===== src/pkg/can_bit_timing_defines.svh =====
// Register map, field positions, reset values and timing counts for the CAN
// bit-timing configuration block.
// Assumes a single 100 MHz system clock that also stands for the oscillator.
`ifndef CAN_BIT_TIMING_DEFINES_SVH
`define CAN_BIT_TIMING_DEFINES_SVH

// ==========================================================================
// Register offsets
`define PHASE_TWO_WAKE_CONFIG_ADDR   8'h28
`define SEGMENT_SAMPLING_CONFIG_ADDR 8'h29
`define QUANTUM_JUMP_CONFIG_ADDR     8'h2A

// ==========================================================================
// Reset values
`define PHASE_TWO_WAKE_CONFIG_RST    8'h00
`define SEGMENT_SAMPLING_CONFIG_RST  8'h00
`define QUANTUM_JUMP_CONFIG_RST      8'h00

// ==========================================================================
// Field positions
`define PRESCALER_MSB   5
`define PRESCALER_LSB   0
`define JUMP_WIDTH_MSB  7
`define JUMP_WIDTH_LSB  6
`define PROP_LEN_MSB    2
`define PROP_LEN_LSB    0
`define PHASE_ONE_MSB   5
`define PHASE_ONE_LSB   3
`define TRIPLE_VOTE_BIT 6
`define PHASE_TWO_SEL_BIT 7
`define PHASE_TWO_MSB   2
`define PHASE_TWO_LSB   0
`define WAKE_FILTER_BIT 6
`define PHASE_TWO_WAKE_MASK 8'h47

// ==========================================================================
// Timing
`define PROCESSING_TIME_TQ 4'h2
`define CLK_PERIOD_NS      10
`define WAKE_FILTER_NS     100
`define WAKE_FILTER_CYCLES ((`WAKE_FILTER_NS + `CLK_PERIOD_NS - 1) / `CLK_PERIOD_NS)

`endif


===== src/pkg/can_bit_timing_pkg.sv =====
// Types shared by the bit-timing configuration design files.
// Assumes the constants header is compiled alongside.
package can_bit_timing_pkg;

  // ========================================================================
  // Bit segment sequence
  typedef enum logic [1:0] {
    SEG_SYNC,
    SEG_PROP,
    SEG_PHASE_ONE,
    SEG_PHASE_TWO
  } bit_segment_t;

endpackage : can_bit_timing_pkg

===== src/hdl/bit_timing_cfg_regs.sv =====
// The three bit-timing configuration registers and their read port.
// Assumes accesses are synchronous single-cycle strobes from the host port.
`include "can_bit_timing_defines.svh"

module bit_timing_cfg_regs (
  input  wire logic       clk_sys,
  input  wire logic       resetn,
  input  wire logic       config_mode,
  input  wire logic [7:0] reg_addr,
  input  wire logic       reg_wr,
  input  wire logic [7:0] reg_wdata,
  output logic      [7:0] reg_rdata,
  output logic      [7:0] quantum_jump_config,
  output logic      [7:0] segment_sampling_config,
  output logic      [7:0] phase_two_wake_config
);

  // ========================================================================
  // Decode
  logic [7:0] qj_q;
  logic [7:0] ss_q;
  logic [7:0] pw_q;
  logic [7:0] rdata_q;
  logic [7:0] rdata_d;
  wire        wr_ok  = reg_wr && config_mode;
  wire        hit_qj = reg_addr == `QUANTUM_JUMP_CONFIG_ADDR;
  wire        hit_ss = reg_addr == `SEGMENT_SAMPLING_CONFIG_ADDR;
  wire        hit_pw = reg_addr == `PHASE_TWO_WAKE_CONFIG_ADDR;

  // Unmapped addresses read as zero; unimplemented bits never store.
  assign rdata_d = hit_qj ? qj_q : hit_ss ? ss_q : hit_pw ? pw_q : 8'h00;

  // ========================================================================
  // Storage
  always_ff @(posedge clk_sys or negedge resetn) begin
    if (!resetn) begin
      qj_q    <= `QUANTUM_JUMP_CONFIG_RST;
      ss_q    <= `SEGMENT_SAMPLING_CONFIG_RST;
      pw_q    <= `PHASE_TWO_WAKE_CONFIG_RST;
      rdata_q <= 8'h00;
    end else begin
      if (wr_ok && hit_qj) qj_q <= reg_wdata;
      if (wr_ok && hit_ss) ss_q <= reg_wdata;
      if (wr_ok && hit_pw) pw_q <= reg_wdata & `PHASE_TWO_WAKE_MASK;
      rdata_q <= rdata_d;
    end
  end

  assign reg_rdata               = rdata_q;
  assign quantum_jump_config     = qj_q;
  assign segment_sampling_config = ss_q;
  assign phase_two_wake_config   = pw_q;

  logic reg_rd_pw_q;
  always_ff @(posedge clk_sys or negedge resetn) begin
    if (!resetn) reg_rd_pw_q <= 1'b0;
    else reg_rd_pw_q <= hit_pw;
  end
endmodule : bit_timing_cfg_regs


===== src/hdl/can_bit_timing_config.sv =====
// CAN bit-timing engine with its configuration registers.
// Assumes all inputs are synchronous to clk_sys, which stands for the oscillator.
// Behaviour
// With the phase-two source select set, phase segment 2 length comes from its own field.
// With the select clear, the phase-two length field has no effect on the bit time.
// With the select clear, phase segment 2 is the greater of phase segment 1 and two quanta.
// The jump width field gives field plus one quanta and bounds every resync adjustment.
// The time quantum lasts two times prescaler field plus one oscillator periods.
// Triple-vote set takes the majority of three samples half a quantum apart, else one.
// Phase segment 1 lasts its field plus one quanta.
// The propagation segment lasts its field plus one quanta.
// A phase-two length taken from its field lasts field plus one quanta.
// Host software never programs phase segment 2 below two quanta.
// The wake-up glitch filter is enabled exactly while the wake filter bit is one; the code follows the bit one clock later.
// Bits 7 and 5:3 of the third timing register read zero and ignore writes.
// Timing registers accept writes only in configuration mode.
// A bit is sync, propagation, phase 1, phase 2, sampled at the end of phase 1.
`include "can_bit_timing_defines.svh"

module can_bit_timing_config (
  input  wire logic       clk_sys,
  input  wire logic       resetn,
  input  wire logic       config_mode,
  input  wire logic [7:0] reg_addr,
  input  wire logic       reg_wr,
  input  wire logic [7:0] reg_wdata,
  output logic      [7:0] reg_rdata,
  input  wire logic       bus_receive_pin,
  input  wire logic       wake_in,
  output logic            tq_tick_q,
  output logic            bit_start_q,
  output logic            sample_point_q,
  output logic            rx_bit_q,
  output logic            wake_filter_en_q,
  output logic            wake_detect_q
);

  // ========================================================================
  // Configuration registers
  logic [7:0] quantum_jump_config;
  logic [7:0] segment_sampling_config;
  logic [7:0] phase_two_wake_config;

  bit_timing_cfg_regs u_regs (
    .clk_sys                 (clk_sys),
    .resetn                  (resetn),
    .config_mode             (config_mode),
    .reg_addr                (reg_addr),
    .reg_wr                  (reg_wr),
    .reg_wdata               (reg_wdata),
    .reg_rdata               (reg_rdata),
    .quantum_jump_config     (quantum_jump_config),
    .segment_sampling_config (segment_sampling_config),
    .phase_two_wake_config   (phase_two_wake_config)
  );

  // ========================================================================
  // Field decode
  function automatic logic [3:0] field_len(input logic [2:0] f);
    field_len = {1'b0, f} + 4'h1;
  endfunction : field_len

  wire [5:0] quantum_prescaler       = quantum_jump_config[`PRESCALER_MSB:`PRESCALER_LSB];
  wire [1:0] resync_jump_width       = quantum_jump_config[`JUMP_WIDTH_MSB:`JUMP_WIDTH_LSB];
  wire [2:0] propagation_length      = segment_sampling_config[`PROP_LEN_MSB:`PROP_LEN_LSB];
  wire [2:0] phase_one_length        = segment_sampling_config[`PHASE_ONE_MSB:`PHASE_ONE_LSB];
  wire       triple_vote_select      = segment_sampling_config[`TRIPLE_VOTE_BIT];
  wire       phase_two_source_select = segment_sampling_config[`PHASE_TWO_SEL_BIT];
  wire [2:0] phase_two_length        = phase_two_wake_config[`PHASE_TWO_MSB:`PHASE_TWO_LSB];
  wire       wake_glitch_filter_enable = phase_two_wake_config[`WAKE_FILTER_BIT];

  wire [3:0] jump_len  = {2'b00, resync_jump_width} + 4'h1;
  wire [3:0] prop_len  = field_len(propagation_length);
  wire [3:0] ph1_len   = field_len(phase_one_length);
  wire [3:0] ph2_auto  = (ph1_len > `PROCESSING_TIME_TQ) ? ph1_len : `PROCESSING_TIME_TQ;
  // The own-field length is never consulted unless the select bit asks for it.
  wire [3:0] ph2_len   = phase_two_source_select ? field_len(phase_two_length)
                                                 : ph2_auto;
  wire [6:0] q_last    = {quantum_prescaler, 1'b1};
  wire [6:0] q_half    = {1'b0, quantum_prescaler};

  // ========================================================================
  // Quantum prescaler
  // The engine is held while the registers are open, so a half-written
  // configuration never times a bit.
  wire        run = !config_mode;
  logic [6:0] qcnt_q;
  logic       restart;
  wire        tq_tick   = run && (qcnt_q == q_last);
  wire        half_tick = run && (qcnt_q == q_half);

  always_ff @(posedge clk_sys or negedge resetn) begin
    if (!resetn) qcnt_q <= 7'h00;
    else if (!run || tq_tick || restart) qcnt_q <= 7'h00;
    else qcnt_q <= qcnt_q + 7'h01;
  end

  // ========================================================================
  // Segment sequencer
  can_bit_timing_pkg::bit_segment_t seg_q;
  can_bit_timing_pkg::bit_segment_t seg_d;
  logic [3:0] tqc_q;
  logic [3:0] tqc_d;
  logic [3:0] ext_q;
  logic [3:0] trim_q;
  logic       synced_q;
  logic       rx_prev_q;
  logic       rx_bit_d;
  logic [1:0] samp_q;

  wire [3:0] ph1_end = ph1_len + ext_q;
  wire [3:0] ph2_end = ph2_len - trim_q;
  wire       sample_point = tq_tick && (seg_q == can_bit_timing_pkg::SEG_PHASE_ONE)
                            && (tqc_q == ph1_end - 4'h1);

  // Resync only on a falling edge differing from the last sampled value.
  wire       fall   = run && rx_prev_q && !bus_receive_pin && !synced_q && (rx_bit_q == 1'b1);
  wire [3:0] e_pos  = (seg_q == can_bit_timing_pkg::SEG_PROP) ? tqc_q + 4'h1
                                                              : prop_len + tqc_q + 4'h1;
  wire       in_pos = (seg_q == can_bit_timing_pkg::SEG_PROP) ||
                      (seg_q == can_bit_timing_pkg::SEG_PHASE_ONE);
  wire       in_neg = seg_q == can_bit_timing_pkg::SEG_PHASE_TWO;
  wire [3:0] remain = ph2_end - tqc_q;
  assign restart = fall && in_neg && (remain <= jump_len);

  always_comb begin
    seg_d = seg_q;
    tqc_d = tqc_q;
    if (!run) begin
      seg_d = can_bit_timing_pkg::SEG_SYNC;
      tqc_d = 4'h0;
    end else if (restart) begin
      seg_d = can_bit_timing_pkg::SEG_SYNC;
      tqc_d = 4'h0;
    end else if (tq_tick) begin
      tqc_d = tqc_q + 4'h1;
      unique case (seg_q)
        can_bit_timing_pkg::SEG_SYNC: begin
          seg_d = can_bit_timing_pkg::SEG_PROP;
          tqc_d = 4'h0;
        end
        can_bit_timing_pkg::SEG_PROP: begin
          if (tqc_q == prop_len - 4'h1) begin
            seg_d = can_bit_timing_pkg::SEG_PHASE_ONE;
            tqc_d = 4'h0;
          end
        end
        can_bit_timing_pkg::SEG_PHASE_ONE: begin
          if (sample_point) begin
            seg_d = can_bit_timing_pkg::SEG_PHASE_TWO;
            tqc_d = 4'h0;
          end
        end
        can_bit_timing_pkg::SEG_PHASE_TWO: begin
          if (tqc_q >= ph2_end - 4'h1) begin
            seg_d = can_bit_timing_pkg::SEG_SYNC;
            tqc_d = 4'h0;
          end
        end
      endcase
    end
  end

  wire new_bit = run && (seg_d == can_bit_timing_pkg::SEG_SYNC) &&
                 ((seg_q != can_bit_timing_pkg::SEG_SYNC) || restart);

  always_ff @(posedge clk_sys or negedge resetn) begin
    if (!resetn) begin
      seg_q <= can_bit_timing_pkg::SEG_SYNC;
      tqc_q <= 4'h0;
    end else begin
      seg_q <= seg_d;
      tqc_q <= tqc_d;
    end
  end

  // ========================================================================
  // Resynchronization bookkeeping
  wire [3:0] ext_d = (e_pos < jump_len) ? e_pos : jump_len;

  always_ff @(posedge clk_sys or negedge resetn) begin
    if (!resetn) begin
      ext_q    <= 4'h0;
      trim_q   <= 4'h0;
      synced_q <= 1'b0;
    end else if (!run || new_bit) begin
      ext_q    <= 4'h0;
      trim_q   <= 4'h0;
      synced_q <= 1'b0;
    end else if (fall) begin
      synced_q <= 1'b1;
      if (in_pos) ext_q <= ext_d;
      if (in_neg && !restart) trim_q <= jump_len;
    end
  end

  // ========================================================================
  // Bus sampling
  // Samples are kept every half quantum; the two most recent ones before
  // the sample point are exactly TQ and TQ/2 earlier.
  wire vote = (samp_q[1] & samp_q[0]) | (samp_q[1] & bus_receive_pin) |
              (samp_q[0] & bus_receive_pin);
  assign rx_bit_d = triple_vote_select ? vote : bus_receive_pin;

  always_ff @(posedge clk_sys or negedge resetn) begin
    if (!resetn) begin
      samp_q    <= 2'b11;
      rx_prev_q <= 1'b1;
      rx_bit_q  <= 1'b1;
    end else begin
      rx_prev_q <= bus_receive_pin;
      if (half_tick || tq_tick) samp_q <= {samp_q[0], bus_receive_pin};
      if (sample_point) rx_bit_q <= rx_bit_d;
    end
  end

  // ========================================================================
  // Wake-up glitch filter
  // A filtered wake needs the line low for the whole filter time; this
  // costs that much wake latency but rejects short spikes.
  localparam logic [7:0] WAKE_CYCLES = 8'(`WAKE_FILTER_CYCLES);
  logic [7:0] wcnt_q;
  wire        wake_low  = !wake_in;
  wire        wake_full = wcnt_q == WAKE_CYCLES;
  wire        wake_d    = wake_filter_en_q ? (wake_low && wake_full) : wake_low;

  always_ff @(posedge clk_sys or negedge resetn) begin
    if (!resetn) begin
      wcnt_q           <= 8'h00;
      wake_filter_en_q <= 1'b0;
      wake_detect_q    <= 1'b0;
    end else begin
      wcnt_q           <= !wake_low ? 8'h00 : (wake_full ? wcnt_q : wcnt_q + 8'h01);
      wake_filter_en_q <= wake_glitch_filter_enable;
      wake_detect_q    <= wake_d;
    end
  end

  // ========================================================================
  // Output strobes
  always_ff @(posedge clk_sys or negedge resetn) begin
    if (!resetn) begin
      tq_tick_q      <= 1'b0;
      bit_start_q    <= 1'b0;
      sample_point_q <= 1'b0;
    end else begin
      tq_tick_q      <= tq_tick;
      bit_start_q    <= new_bit;
      sample_point_q <= sample_point;
    end
  end

  // ========================================================================
  // Checks
  logic [6:0] gap_q;
  logic       gap_ok_q;
  always_ff @(posedge clk_sys or negedge resetn) begin
    if (!resetn) begin
      gap_q    <= 7'h00;
      gap_ok_q <= 1'b0;
    end else begin
      gap_q    <= (!run || tq_tick || restart) ? 7'h00 : gap_q + 7'h01;
      gap_ok_q <= run && (gap_ok_q || tq_tick) && !restart;
    end
  end
endmodule : can_bit_timing_config


===== config.mk =====
export PLATFORM = sky130hd
export DESIGN_NAME = can_bit_timing_config
export DESIGN_NICKNAME = d
export VERILOG_FILES = /design/src/pkg/can_bit_timing_pkg.sv /design/src/hdl/bit_timing_cfg_regs.sv /design/src/hdl/can_bit_timing_config.sv
export VERILOG_INCLUDE_DIRS = /design/src /design/src/pkg
export SDC_FILE = /design/constraint.sdc
export NUM_CORES = 1
export LEC_CHECK = 0
export ABC_CLOCK_PERIOD_IN_PS = 5000
export BUFFER_PORTS_ARGS = -buffer_cell sky130_fd_sc_hd__buf_2
export CORE_UTILIZATION = 50
export CTS_BUF_LIST = sky130_fd_sc_hd__clkbuf_8
export DETAILED_ROUTE_END_ITERATION = 10
export PLACE_DENSITY = 0.79
export SETUP_SLACK_MARGIN = 0.4
export SYNTH_ARGS = -nofsm -noshare
export SYNTH_HDL_FRONTEND = slang
export SYNTH_HIERARCHICAL = 1
export SYNTH_SLANG_ARGS = --single-unit

===== constraint.sdc =====
create_clock -name clk_sys -period 5 [get_ports clk_sys]
set_input_delay 0.5 -clock clk_sys [delete_from_list [all_inputs] [get_ports clk_sys]]
set_output_delay 0.5 -clock clk_sys [all_outputs]
set_load 0.005 [all_outputs]

==> tab_implementation.tex, run 1 <==
\begin{tabular}{lr}
\hline
Metric & Value \\
\hline
\multicolumn{2}{l}{\textbf{GRT}} \\
Total gr overflow & 0 \\
Met3 Use GR & 0.0419 \\
GR Layer Usage met2 & 0.348 \\
Number of global-route vias before repair & between 3000 and 4000 \\
Global-route wire length before repair & 15.1 mm \\
Global router's overall resource usage & 0.221 \\
Most congested layer reported by global routing & met2 \\
Met1 demand-to-capacity share in global routing & 0.301 \\
Maximum number of pins on one net before global-route repair & 67 \\
Initial antenna violation count & 0 \\
\multicolumn{2}{l}{\textbf{STA}} \\
Worst clock skew on the final layout & 0.0125 ns \\
Tightest Pin Transition & 0.884 ns \\
Final hold viol count & 0 \\
Peak clock frequency supported by timing & 233 MHz \\
Final setup TNS & 0 ns \\
Min Hold Slack & 0.283 ns \\
Final cycle utilization of the critical path & 0.858 \\
Crit path time final & 4.29 ns \\
Remaining max-slew budget at the tightest pin & 0.403 \\
RSZ-0062 raised after global routing & no \\
Number of max-slew violations in the final report & 0 \\
Finish-stage setup viols & 0 \\
\multicolumn{2}{l}{\textbf{Synth}} \\
Post-Synthesis Cell Area & 0.00432 mm² \\
Total nets after synthesis & 494 \\
Count of warnings emitted by yosys & 6 \\
Count of mapped cells out of synthesis & 432 \\
Average cell area after synthesis & about 10 µm² \\
\multicolumn{2}{l}{\textbf{Worst setup path}} \\
Worst path max stage delay & approximately 0.63 ns \\
Max Fanout on Critical Path & 8 \\
Worst EP arrival & 4.55 ns \\
Critical path cell sequence & ha\_1 > xor2\_2 > o21ai\_0 > mux2\_2 > inv\_1 > fa\_2 > ha\_1 > xnor2\_1 > ha\_1 > or4b\_2 > a21oi\_1 > or3\_1 > o21ai\_0 > a41o\_1 > a31o\_4 > nor3b\_2 \\
Worst Setup Path Type & register to register \\
Cell occurring most often along the worst timing path & sky130\_fd\_sc\_hd\_\_ha\_1 \\
Crit-path slowest cell & sky130\_fd\_sc\_hd\_\_or4b\_2 \\
Endpoint type of the worst setup path & register \\
Req. time, crit path & 5.26 ns \\
Crit path launch type & register \\
\multicolumn{2}{l}{\textbf{Clock tree}} \\
CTS tree & yes \\
Number of buffers added to fix hold violations after cts & 0 \\
Deepest level of the CTS H-tree & 3 \\
Clock buffer count from CTS & 9 \\
Clock latency of the later-clocked register in the worst-skew pair & between 0.3 and 0.4 ns \\
CTS Root Cell & sky130\_fd\_sc\_hd\_\_clkbuf\_8 \\
Worst-path clk slew & 0.08 ns \\
Clk buf depth & 2 \\
Total number of clock tree sinks & 66 \\
\multicolumn{2}{l}{\textbf{Power and ir drop}} \\
Leak & about 0.0023 µW \\
Areal power density over the cells & between 200 and 300 mW/mm² \\
Internal power & 911 µW \\
Switching share of power & 0.266 \\
Peak ir drop on the vdd network & around 0.14 mV \\
Portion of total power attributed to combinational logic & 0.133 \\
Net Sw Power & 330 µW \\
Seq pwr share & 0.461 \\
Clock power frac & 0.406 \\
\multicolumn{2}{l}{\textbf{Routing}} \\
Number of detailed-route iterations in the first pass & 5 \\
Detailed-route wire length per cell & 16.1 µm \\
Final ANT Viol Nets & 0 \\
Post-detailed-route DRC marker count & 0 \\
Via count & 3314 \\
Number of vias per cell after detailed routing & 5.69 \\
Number of DRC violations after detailed-routing iteration 0 & 235 \\
Final Routed Wirelength & 9.36 mm \\
\multicolumn{2}{l}{\textbf{Die}} \\
Number of top-level design ports & 36 \\
Starting Density & 0.521 \\
Die Area & 0.00902 mm² \\
Number of placement rows & 33 \\
Die outline width & 95.0 µm \\
Core footprint & 0.00830 mm² \\
Height of the die & roughly 95 µm \\
\multicolumn{2}{l}{\textbf{Placed design}} \\
I/O Buffers & 35 \\
GPL Wtd Cong & roughly 0.91 \\
Post-DP HPWL & 6.93 mm \\
\multicolumn{2}{l}{\textbf{Layout}} \\
Area growth from synthesis to layout & 12.3\% \\
Net count, final & 534 \\
Layout cells sized above 1 & 0.224 \\
Antenna Cells & 0 \\
\multicolumn{2}{l}{\textbf{Worst hold path}} \\
Hold Crit Class & input port to register \\
\multicolumn{2}{l}{\textbf{Outcome}} \\
Outcome & finished clean \\
\multicolumn{2}{l}{\textbf{Run}} \\
Max-capacitance violation count & 0 \\
\hline
\end{tabular}
-- metrics by stage --
stage                     cells  worst slack, ns  cell area, µm²   util  power [µW]
after floorplan             432            0.901            4320      -         689
after CTS                   580            0.464            4810  0.580        1240
after global placement      564            0.625            4590  0.553         736
after global routing        582            0.432            4850  0.585        1290
final                       582            0.712            4850  0.585        1240
after detailed placement    564            0.518            4590  0.553         742
-- worst paths after layout --
check | start | endpoint | cells past startpoint | slack [ns]
setup reg to reg | u_regs/segment_sampling_config[3] | ext_q[2] | 16 | 0.71
hold reg to reg | u_regs/phase_two_wake_config[6] | wake_filter_en_q | 0 | 0.41
setup / recovery | u_regs/segment_sampling_config[3] | ext_q[2] | 16 | 0.71
hold / removal | bus_receive_pin | rx_prev_q | 1 | 0.28
min in group asynchronous | resetn | ext_q[2] | 2 | 0.34
max in group asynchronous | resetn | u_regs/segment_sampling_config[3] | 2 | 4.08
-- state kept, by name, indices dropped and copies added, names as in the netlist, 2 cells and up --
register / cells
u_regs/quantum_jump_config: 8
u_regs/reg_rdata: 8
u_regs/segment_sampling_config: 8
wcnt_q: 8
qcnt_q: 7
ext_q: 4
tqc_q: 4
u_regs/phase_two_wake_config: 4
trim_q: 3
samp_q: 2
seg_q: 2
-- critical path: cells and delay by family, from the launching register on --
kind,cells,cell delay (ns)
AOI/OAI and AO/OA,5,0.94
xor gates and xnor gates,2,0.32
muxes,1,0.29
adders and majority gates,4,1.16
DFF,1,0.46
buffers and inverters,1,0.09
and+or+nand+nor,3,0.95
-- placed cells by master, fill, tap and decap left out, types with 3 or more instances in the layout --
| master | count |
|---|---|
| sky130_fd_sc_hd__xnor2_1 | 18 |
| sky130_fd_sc_hd__o21ai_0 | 17 |
| sky130_fd_sc_hd__nand2b_1 | 7 |
| sky130_fd_sc_hd__mux2i_1 | 10 |
| sky130_fd_sc_hd__xor2_1 | 22 |
| sky130_fd_sc_hd__a211oi_1 | 4 |
| sky130_fd_sc_hd__or2_2 | 4 |
| sky130_fd_sc_hd__nor3_1 | 9 |
| sky130_fd_sc_hd__buf_2 | 35 |
| sky130_fd_sc_hd__nor2b_1 | 4 |
| sky130_fd_sc_hd__a22oi_1 | 6 |
| sky130_fd_sc_hd__nor4_1 | 3 |
| sky130_fd_sc_hd__buf_4 | 3 |
| sky130_fd_sc_hd__clkbuf_8 | 9 |
| sky130_fd_sc_hd__and3_1 | 4 |
| sky130_fd_sc_hd__nand2_1 | 22 |
| sky130_fd_sc_hd__dfstp_2 | 4 |
| sky130_fd_sc_hd__nand3b_1 | 3 |
| sky130_fd_sc_hd__dfrtp_1 | 61 |
| sky130_fd_sc_hd__inv_1 | 31 |
| sky130_fd_sc_hd__fa_1 | 3 |
| sky130_fd_sc_hd__mux2_2 | 25 |
| sky130_fd_sc_hd__a21oi_1 | 22 |
| sky130_fd_sc_hd__nor2_1 | 41 |
| sky130_fd_sc_hd__nand3_1 | 16 |
| sky130_fd_sc_hd__ha_1 | 35 |
-- timing repair --
item                                    CTS  global route
endpoints found under the setup margin    0            13
resized for setup                         0             7
setup buffers                             0             2
-- final cells by class --
| class | instances | area (µm²) |
|---|---|---|
| Clock inverter | 7 | 100 |
| Inverter | 31 | 116 |
| Sequential cell | 66 | 1660 |
| Multi-Input combinational cell | 326 | 2530 |
| Tap cell | 105 | 131 |
| Fill cell | 669 | 3440 |
| Clock buffer | 9 | 124 |
| Timing Repair Buffer | 38 | 198 |
-- power groups by stage --
| stage | Clock (µW) | Combinational [µW] | Sequential [µW] |
|---|---|---|---|
| after floorplan | 0 | 112 | 577 |
| after global placement | 0 | 155 | 581 |
| after detailed placement | 0 | 160 | 582 |
| after CTS | 510 | 162 | 572 |
| after global routing | 533 | 187 | 575 |
| final | 504 | 165 | 572 |
-- routing by layer --
metal | wire, µm | up-vias
met4 | 249 | 0
met3 | 581 | 18
met1 | 4160 | 1599
li1 | - | 1585
met5 | 0 | -
met2 | 4360 | 112
Power figures use the tool's default switching activity.
==> run 2: changes to the inputs <==
--- a/config.mk
+++ b/config.mk
@@ -15,5 +15,4 @@
 export SETUP_SLACK_MARGIN = 0.4
 export SYNTH_ARGS = -nofsm -noshare
 export SYNTH_HDL_FRONTEND = slang
-export SYNTH_HIERARCHICAL = 1
 export SYNTH_SLANG_ARGS = --single-unit
==> run 2 against run 1 <==
Clock skew increased by 0.00055 ns. Register-to-register slack gained 0.05 ns. Sequential power is essentially flat. Routed wire length fell by 1.9%. Area after synthesis grew 1.2%. Sequential share of layout area is 0.38 points higher. Clock-buffer cell count grew 3. Cell area fell by 1.2%. First-iteration DRC count decreased by 21%. Setup slack better by 0.052 ns. Total power fell by 6.5%. Non-clock buffer count down 2. Critical path type unchanged. Largest cell class unchanged. Largest power group unchanged.
==> tab_implementation.tex, run 2 <==
\begin{tabular}{lr}
\hline
Metric & Value \\
\hline
\multicolumn{2}{l}{\textbf{Worst setup path}} \\
Worst path max stage delay & 0.46 ns (-0.17 ns) \\
Crit-path slowest cell & sky130\_fd\_sc\_hd\_\_dfrtp\_1 \\
Worst EP arrival & 4.46 ns (-0.09 ns) \\
Start point of the critical path & u\_regs.segment\_sampling\_config[3] \\
Crit path launch type & register \\
Critical path cell sequence & ha\_1 > xor2\_1 > inv\_1 > nand2\_1 > nand2\_1 > mux2\_2 > ha\_1 > nand2\_1 > o21ai\_0 > xor2\_1 > xor2\_1 > ha\_1 > or4b\_1 > a21oi\_1 > o31ai\_1 > a21oi\_1 > a31o\_2 > nor3\_4 > a2111oi\_2 \\
Req. time, crit path & 5.23 ns (-0.03 ns) \\
Worst flop-to-flop path startpoint & u\_regs.segment\_sampling\_config[3] \\
Max Fanout on Critical Path & 8 (unchanged) \\
Worst Setup Path Type & register to register \\
Endpoint type of the worst setup path & register \\
\multicolumn{2}{l}{\textbf{Outcome}} \\
Outcome & finished clean \\
\multicolumn{2}{l}{\textbf{GRT}} \\
Number of global-route vias before repair & 3345 (+6.0\%) \\
Global-route wire length before repair & 15.5 mm (+2.3\%) \\
Initial antenna violation count & 0 (unchanged) \\
Global router's overall resource usage & 0.223 (+0.00239) \\
Maximum number of pins on one net before global-route repair & 67 (unchanged) \\
Total gr overflow & 0 (unchanged) \\
\multicolumn{2}{l}{\textbf{Power and ir drop}} \\
Areal power density over the cells & 242 mW/mm² (-5.3\%) \\
Leak & 0.00228 µW (-1.2\%) \\
Switching share of power & 0.272 (+0.00611) \\
Net Sw Power & 316 µW (-4.3\%) \\
Internal power & 845 µW (-7.2\%) \\
Peak ir drop on the vdd network & 0.175 mV (+26\%) \\
Seq pwr share & 0.491 (+0.030) \\
Clock power frac & 0.354 (-0.052) \\
Portion of total power attributed to combinational logic & 0.155 (+0.022) \\
\multicolumn{2}{l}{\textbf{Routing}} \\
Final ANT Viol Nets & 0 (unchanged) \\
Number of DRC violations after detailed-routing iteration 0 & 186 (-21\%) \\
Number of detailed-route iterations in the first pass & 4 (-1) \\
Via count & 3206 (-3.3\%) \\
Detailed-route wire length per cell & 16.1 µm (about the same) \\
Post-detailed-route DRC marker count & 0 (unchanged) \\
Final Routed Wirelength & 9.18 mm (-1.9\%) \\
Number of vias per cell after detailed routing & 5.61 (-1.4\%) \\
\multicolumn{2}{l}{\textbf{Worst hold path}} \\
Worst Min Path Start & bus\_receive\_pin \\
Hold Crit Class & input port to register \\
\multicolumn{2}{l}{\textbf{Synth}} \\
Proportion of synthesized chip area in sequential cells & 0.379 \\
Yosys reg bits & 66 \\
Post-Synthesis Cell Area & 0.00437 mm² (+1.2\%) \\
Total nets after synthesis & 489 (-1.0\%) \\
Fraction of the mapped netlist area in adder cells & 0.121 \\
Commonest cells in the synthesized netlist & sky130\_fd\_sc\_hd\_\_dfrtp\_1 (62), sky130\_fd\_sc\_hd\_\_nor2\_1 (40), sky130\_fd\_sc\_hd\_\_ha\_1 (36), sky130\_fd\_sc\_hd\_\_inv\_1 (32), sky130\_fd\_sc\_hd\_\_xnor2\_1 (25) \\
Async set or reset register ratio after synthesis & 1.00 \\
Number of flops mapped to enable cells by yosys & 0 \\
Count of mapped cells out of synthesis & 427 (-1.2\%) \\
Biggest area consumer among synthesized cells & sky130\_fd\_sc\_hd\_\_dfrtp\_1 \\
Leading cell types by total area after synthesis & sky130\_fd\_sc\_hd\_\_dfrtp\_1 (35\%), sky130\_fd\_sc\_hd\_\_ha\_1 (10\%), sky130\_fd\_sc\_hd\_\_mux2\_2 (5.7\%), sky130\_fd\_sc\_hd\_\_xnor2\_1 (5.0\%), sky130\_fd\_sc\_hd\_\_xor2\_1 (3.6\%) \\
Most used flip-flop cell after synthesis & sky130\_fd\_sc\_hd\_\_dfrtp\_1 \\
Post-synthesis mux area share & 0.0749 \\
Synth Area in Compound Gates & 0.101 \\
Most frequently used cell type in the post-synthesis netlist & sky130\_fd\_sc\_hd\_\_dfrtp\_1 \\
Xor and xnor area share after synthesis & 0.0912 \\
Number of distinct library cell variants in the gate-level netlist after synthesis & 67 \\
Average cell area after synthesis & 10.2 µm² (+2.3\%) \\
Synthesized-area fraction occupied by and/or/nand/nor cells & 0.188 \\
Count of warnings emitted by yosys & 0 (-6) \\
Main combinational cell family by area after synthesis & simple AND/OR/NAND/NOR gates \\
Area share of the largest cell type after synthesis & 0.355 \\
\multicolumn{2}{l}{\textbf{Clock tree}} \\
Deepest level of the CTS H-tree & 3 (unchanged) \\
Post-cts resize count & 0 (unchanged) \\
Clock latency of the later-clocked register in the worst-skew pair & 0.34 ns (about the same) \\
Worst-path clk slew & 0.07 ns (about the same) \\
CTS tree & yes \\
Setup bufs post-CTS & 0 (unchanged) \\
Clk buf depth & 2 (unchanged) \\
Total number of clock tree sinks & 66 (unchanged) \\
CTS Root Cell & sky130\_fd\_sc\_hd\_\_clkbuf\_8 \\
Number of buffers added to fix hold violations after cts & 0 (unchanged) \\
Clock buffer count from CTS & 9 (unchanged) \\
\multicolumn{2}{l}{\textbf{Die}} \\
Starting Density & 0.524 (+0.00342) \\
Number of placement rows & 33 (unchanged) \\
Core footprint & 0.00834 mm² (+0.50\%) \\
Die Area & 0.00913 mm² (+1.1\%) \\
Height of the die & 95.5 µm (+0.56\%) \\
Number of top-level design ports & 36 (unchanged) \\
Die outline width & 95.5 µm (+0.56\%) \\
\multicolumn{2}{l}{\textbf{Placed design}} \\
Post-DP HPWL & 7.12 mm (+2.7\%) \\
I/O Buffers & 35 (unchanged) \\
Inst Count DP & 555 (-1.6\%) \\
GPL Wtd Cong & 0.906 (-0.54\%) \\
\multicolumn{2}{l}{\textbf{STA}} \\
Finish-stage setup viols & 0 (unchanged) \\
Remaining max-slew budget at the tightest pin & 0.457 (+0.0537) \\
Final cycle utilization of the critical path & 0.847 (-0.0103) \\
Worst clock skew on the final layout & 0.0130 ns (+0.000552 ns) \\
Peak clock frequency supported by timing & 236 MHz (+1.2\%) \\
Number of max-slew violations in the final report & 0 (unchanged) \\
Final setup TNS & 0 ns (unchanged) \\
Crit path time final & 4.24 ns (-0.0517 ns) \\
Tightest Pin Transition & 0.815 ns (-0.0686 ns) \\
RSZ-0062 raised after global routing & no \\
Final hold viol count & 0 (unchanged) \\
\multicolumn{2}{l}{\textbf{Layout}} \\
Area growth from synthesis to layout & 9.67\% \\
Top library cells by usage in the layout, fill and taps aside & sky130\_fd\_sc\_hd\_\_dfrtp\_1 (62), sky130\_fd\_sc\_hd\_\_nor2\_1 (40), sky130\_fd\_sc\_hd\_\_ha\_1 (36) \\
Layout cells sized above 1 & 0.223 (-0.00114) \\
Net count, final & 523 (-2.1\%) \\
Antenna Cells & 0 (unchanged) \\
Final instance count without filler cells & 571 (-1.9\%) \\
Most frequent standard cell in the layout excluding fill and tap cells & sky130\_fd\_sc\_hd\_\_dfrtp\_1 \\
\multicolumn{2}{l}{\textbf{Run}} \\
Max-capacitance violation count & 0 (unchanged) \\
\hline
\end{tabular}
run 2: through the flow:
step	hold slack, ns	utilization	cell area (µm²)	worst slack, ns	total power (µW)
2_1_floorplan	0.204	-	4370	1.13	705
3_3_place_gp	0.406	0.553	4610	0.928	752
3_5_place_dp	0.414	0.553	4610	0.807	760
4_1_cts	0.293	0.575	4800	0.779	1170
5_1_grt	0.296	0.575	4800	0.439	1220
6_report	0.301	0.575	4800	0.764	1160
run 2: area by class of cell:
class | count | area, µm²
flip-flops and latches | 66 | 1660
clock buffers | 12 | 165
fillers | 707 | 3540
clock inverters | 4 | 20.0
repair buffers | 36 | 183
well taps | 105 | 131
inverters | 32 | 120
multi-input cells | 316 | 2520
run 2: kinds of logic (layout without fill, tap and decap cells):
| kind of cell | Yosys count | count (layout) |
|---|---|---|
| buffers and inverters | 45 | 84 |
| adder cells (fa/ha/maj) | 40 | 40 |
| flip-flops | 66 | 66 |
| AO/OA/AOI/OAI | 64 | 64 |
| AND/OR/NAND/NOR | 138 | 138 |
| multiplexers | 30 | 30 |
| XOR/XNOR | 44 | 44 |
run 2: final timing paths:
| path | end | slack [ns] | cells after the start |
|---|---|---|---|
| max | ext_q[0] | 0.76 | 19 |
| max in group asynchronous | tqc_q[1] | 4.13 | 2 |
| min in group asynchronous | wcnt_q[0] | 0.32 | 2 |
| min reg2reg | wake_filter_en_q | 0.42 | 0 |
| max reg2reg | ext_q[0] | 0.76 | 19 |
| min | rx_prev_q | 0.30 | 1 |
run 2: worst max-delay path, delay by kind of cell (launching register included):
family	cells	cell delay [ns]
AOI/OAI and AO/OA	6	1.21
xor gates and xnor gates	3	0.66
adders and majority gates	3	0.74
buffers and inverters	1	0.09
DFF	1	0.46
muxes	1	0.29
and+or+nand+nor	5	0.70
run 2: routing by layer:
layer  global-route usage  up-vias  wire length (µm)  part of all wire
met5                    0        -                 0                 0
met4               0.0784        0               148             0.016
met3               0.0455       13               400             0.044
met2                0.375       55              4480              0.49
met1                0.286     1583              4160              0.45
li1                     -     1555                 -                 -
run 2: power by group through the flow:
stage	sequential (µW)	combinational, µW	clock (µW)
after CTS	570	181	418
after global routing	573	201	443
after floorplan	575	130	0
after global placement	579	173	0
final	571	180	411
after detailed placement	580	180	0
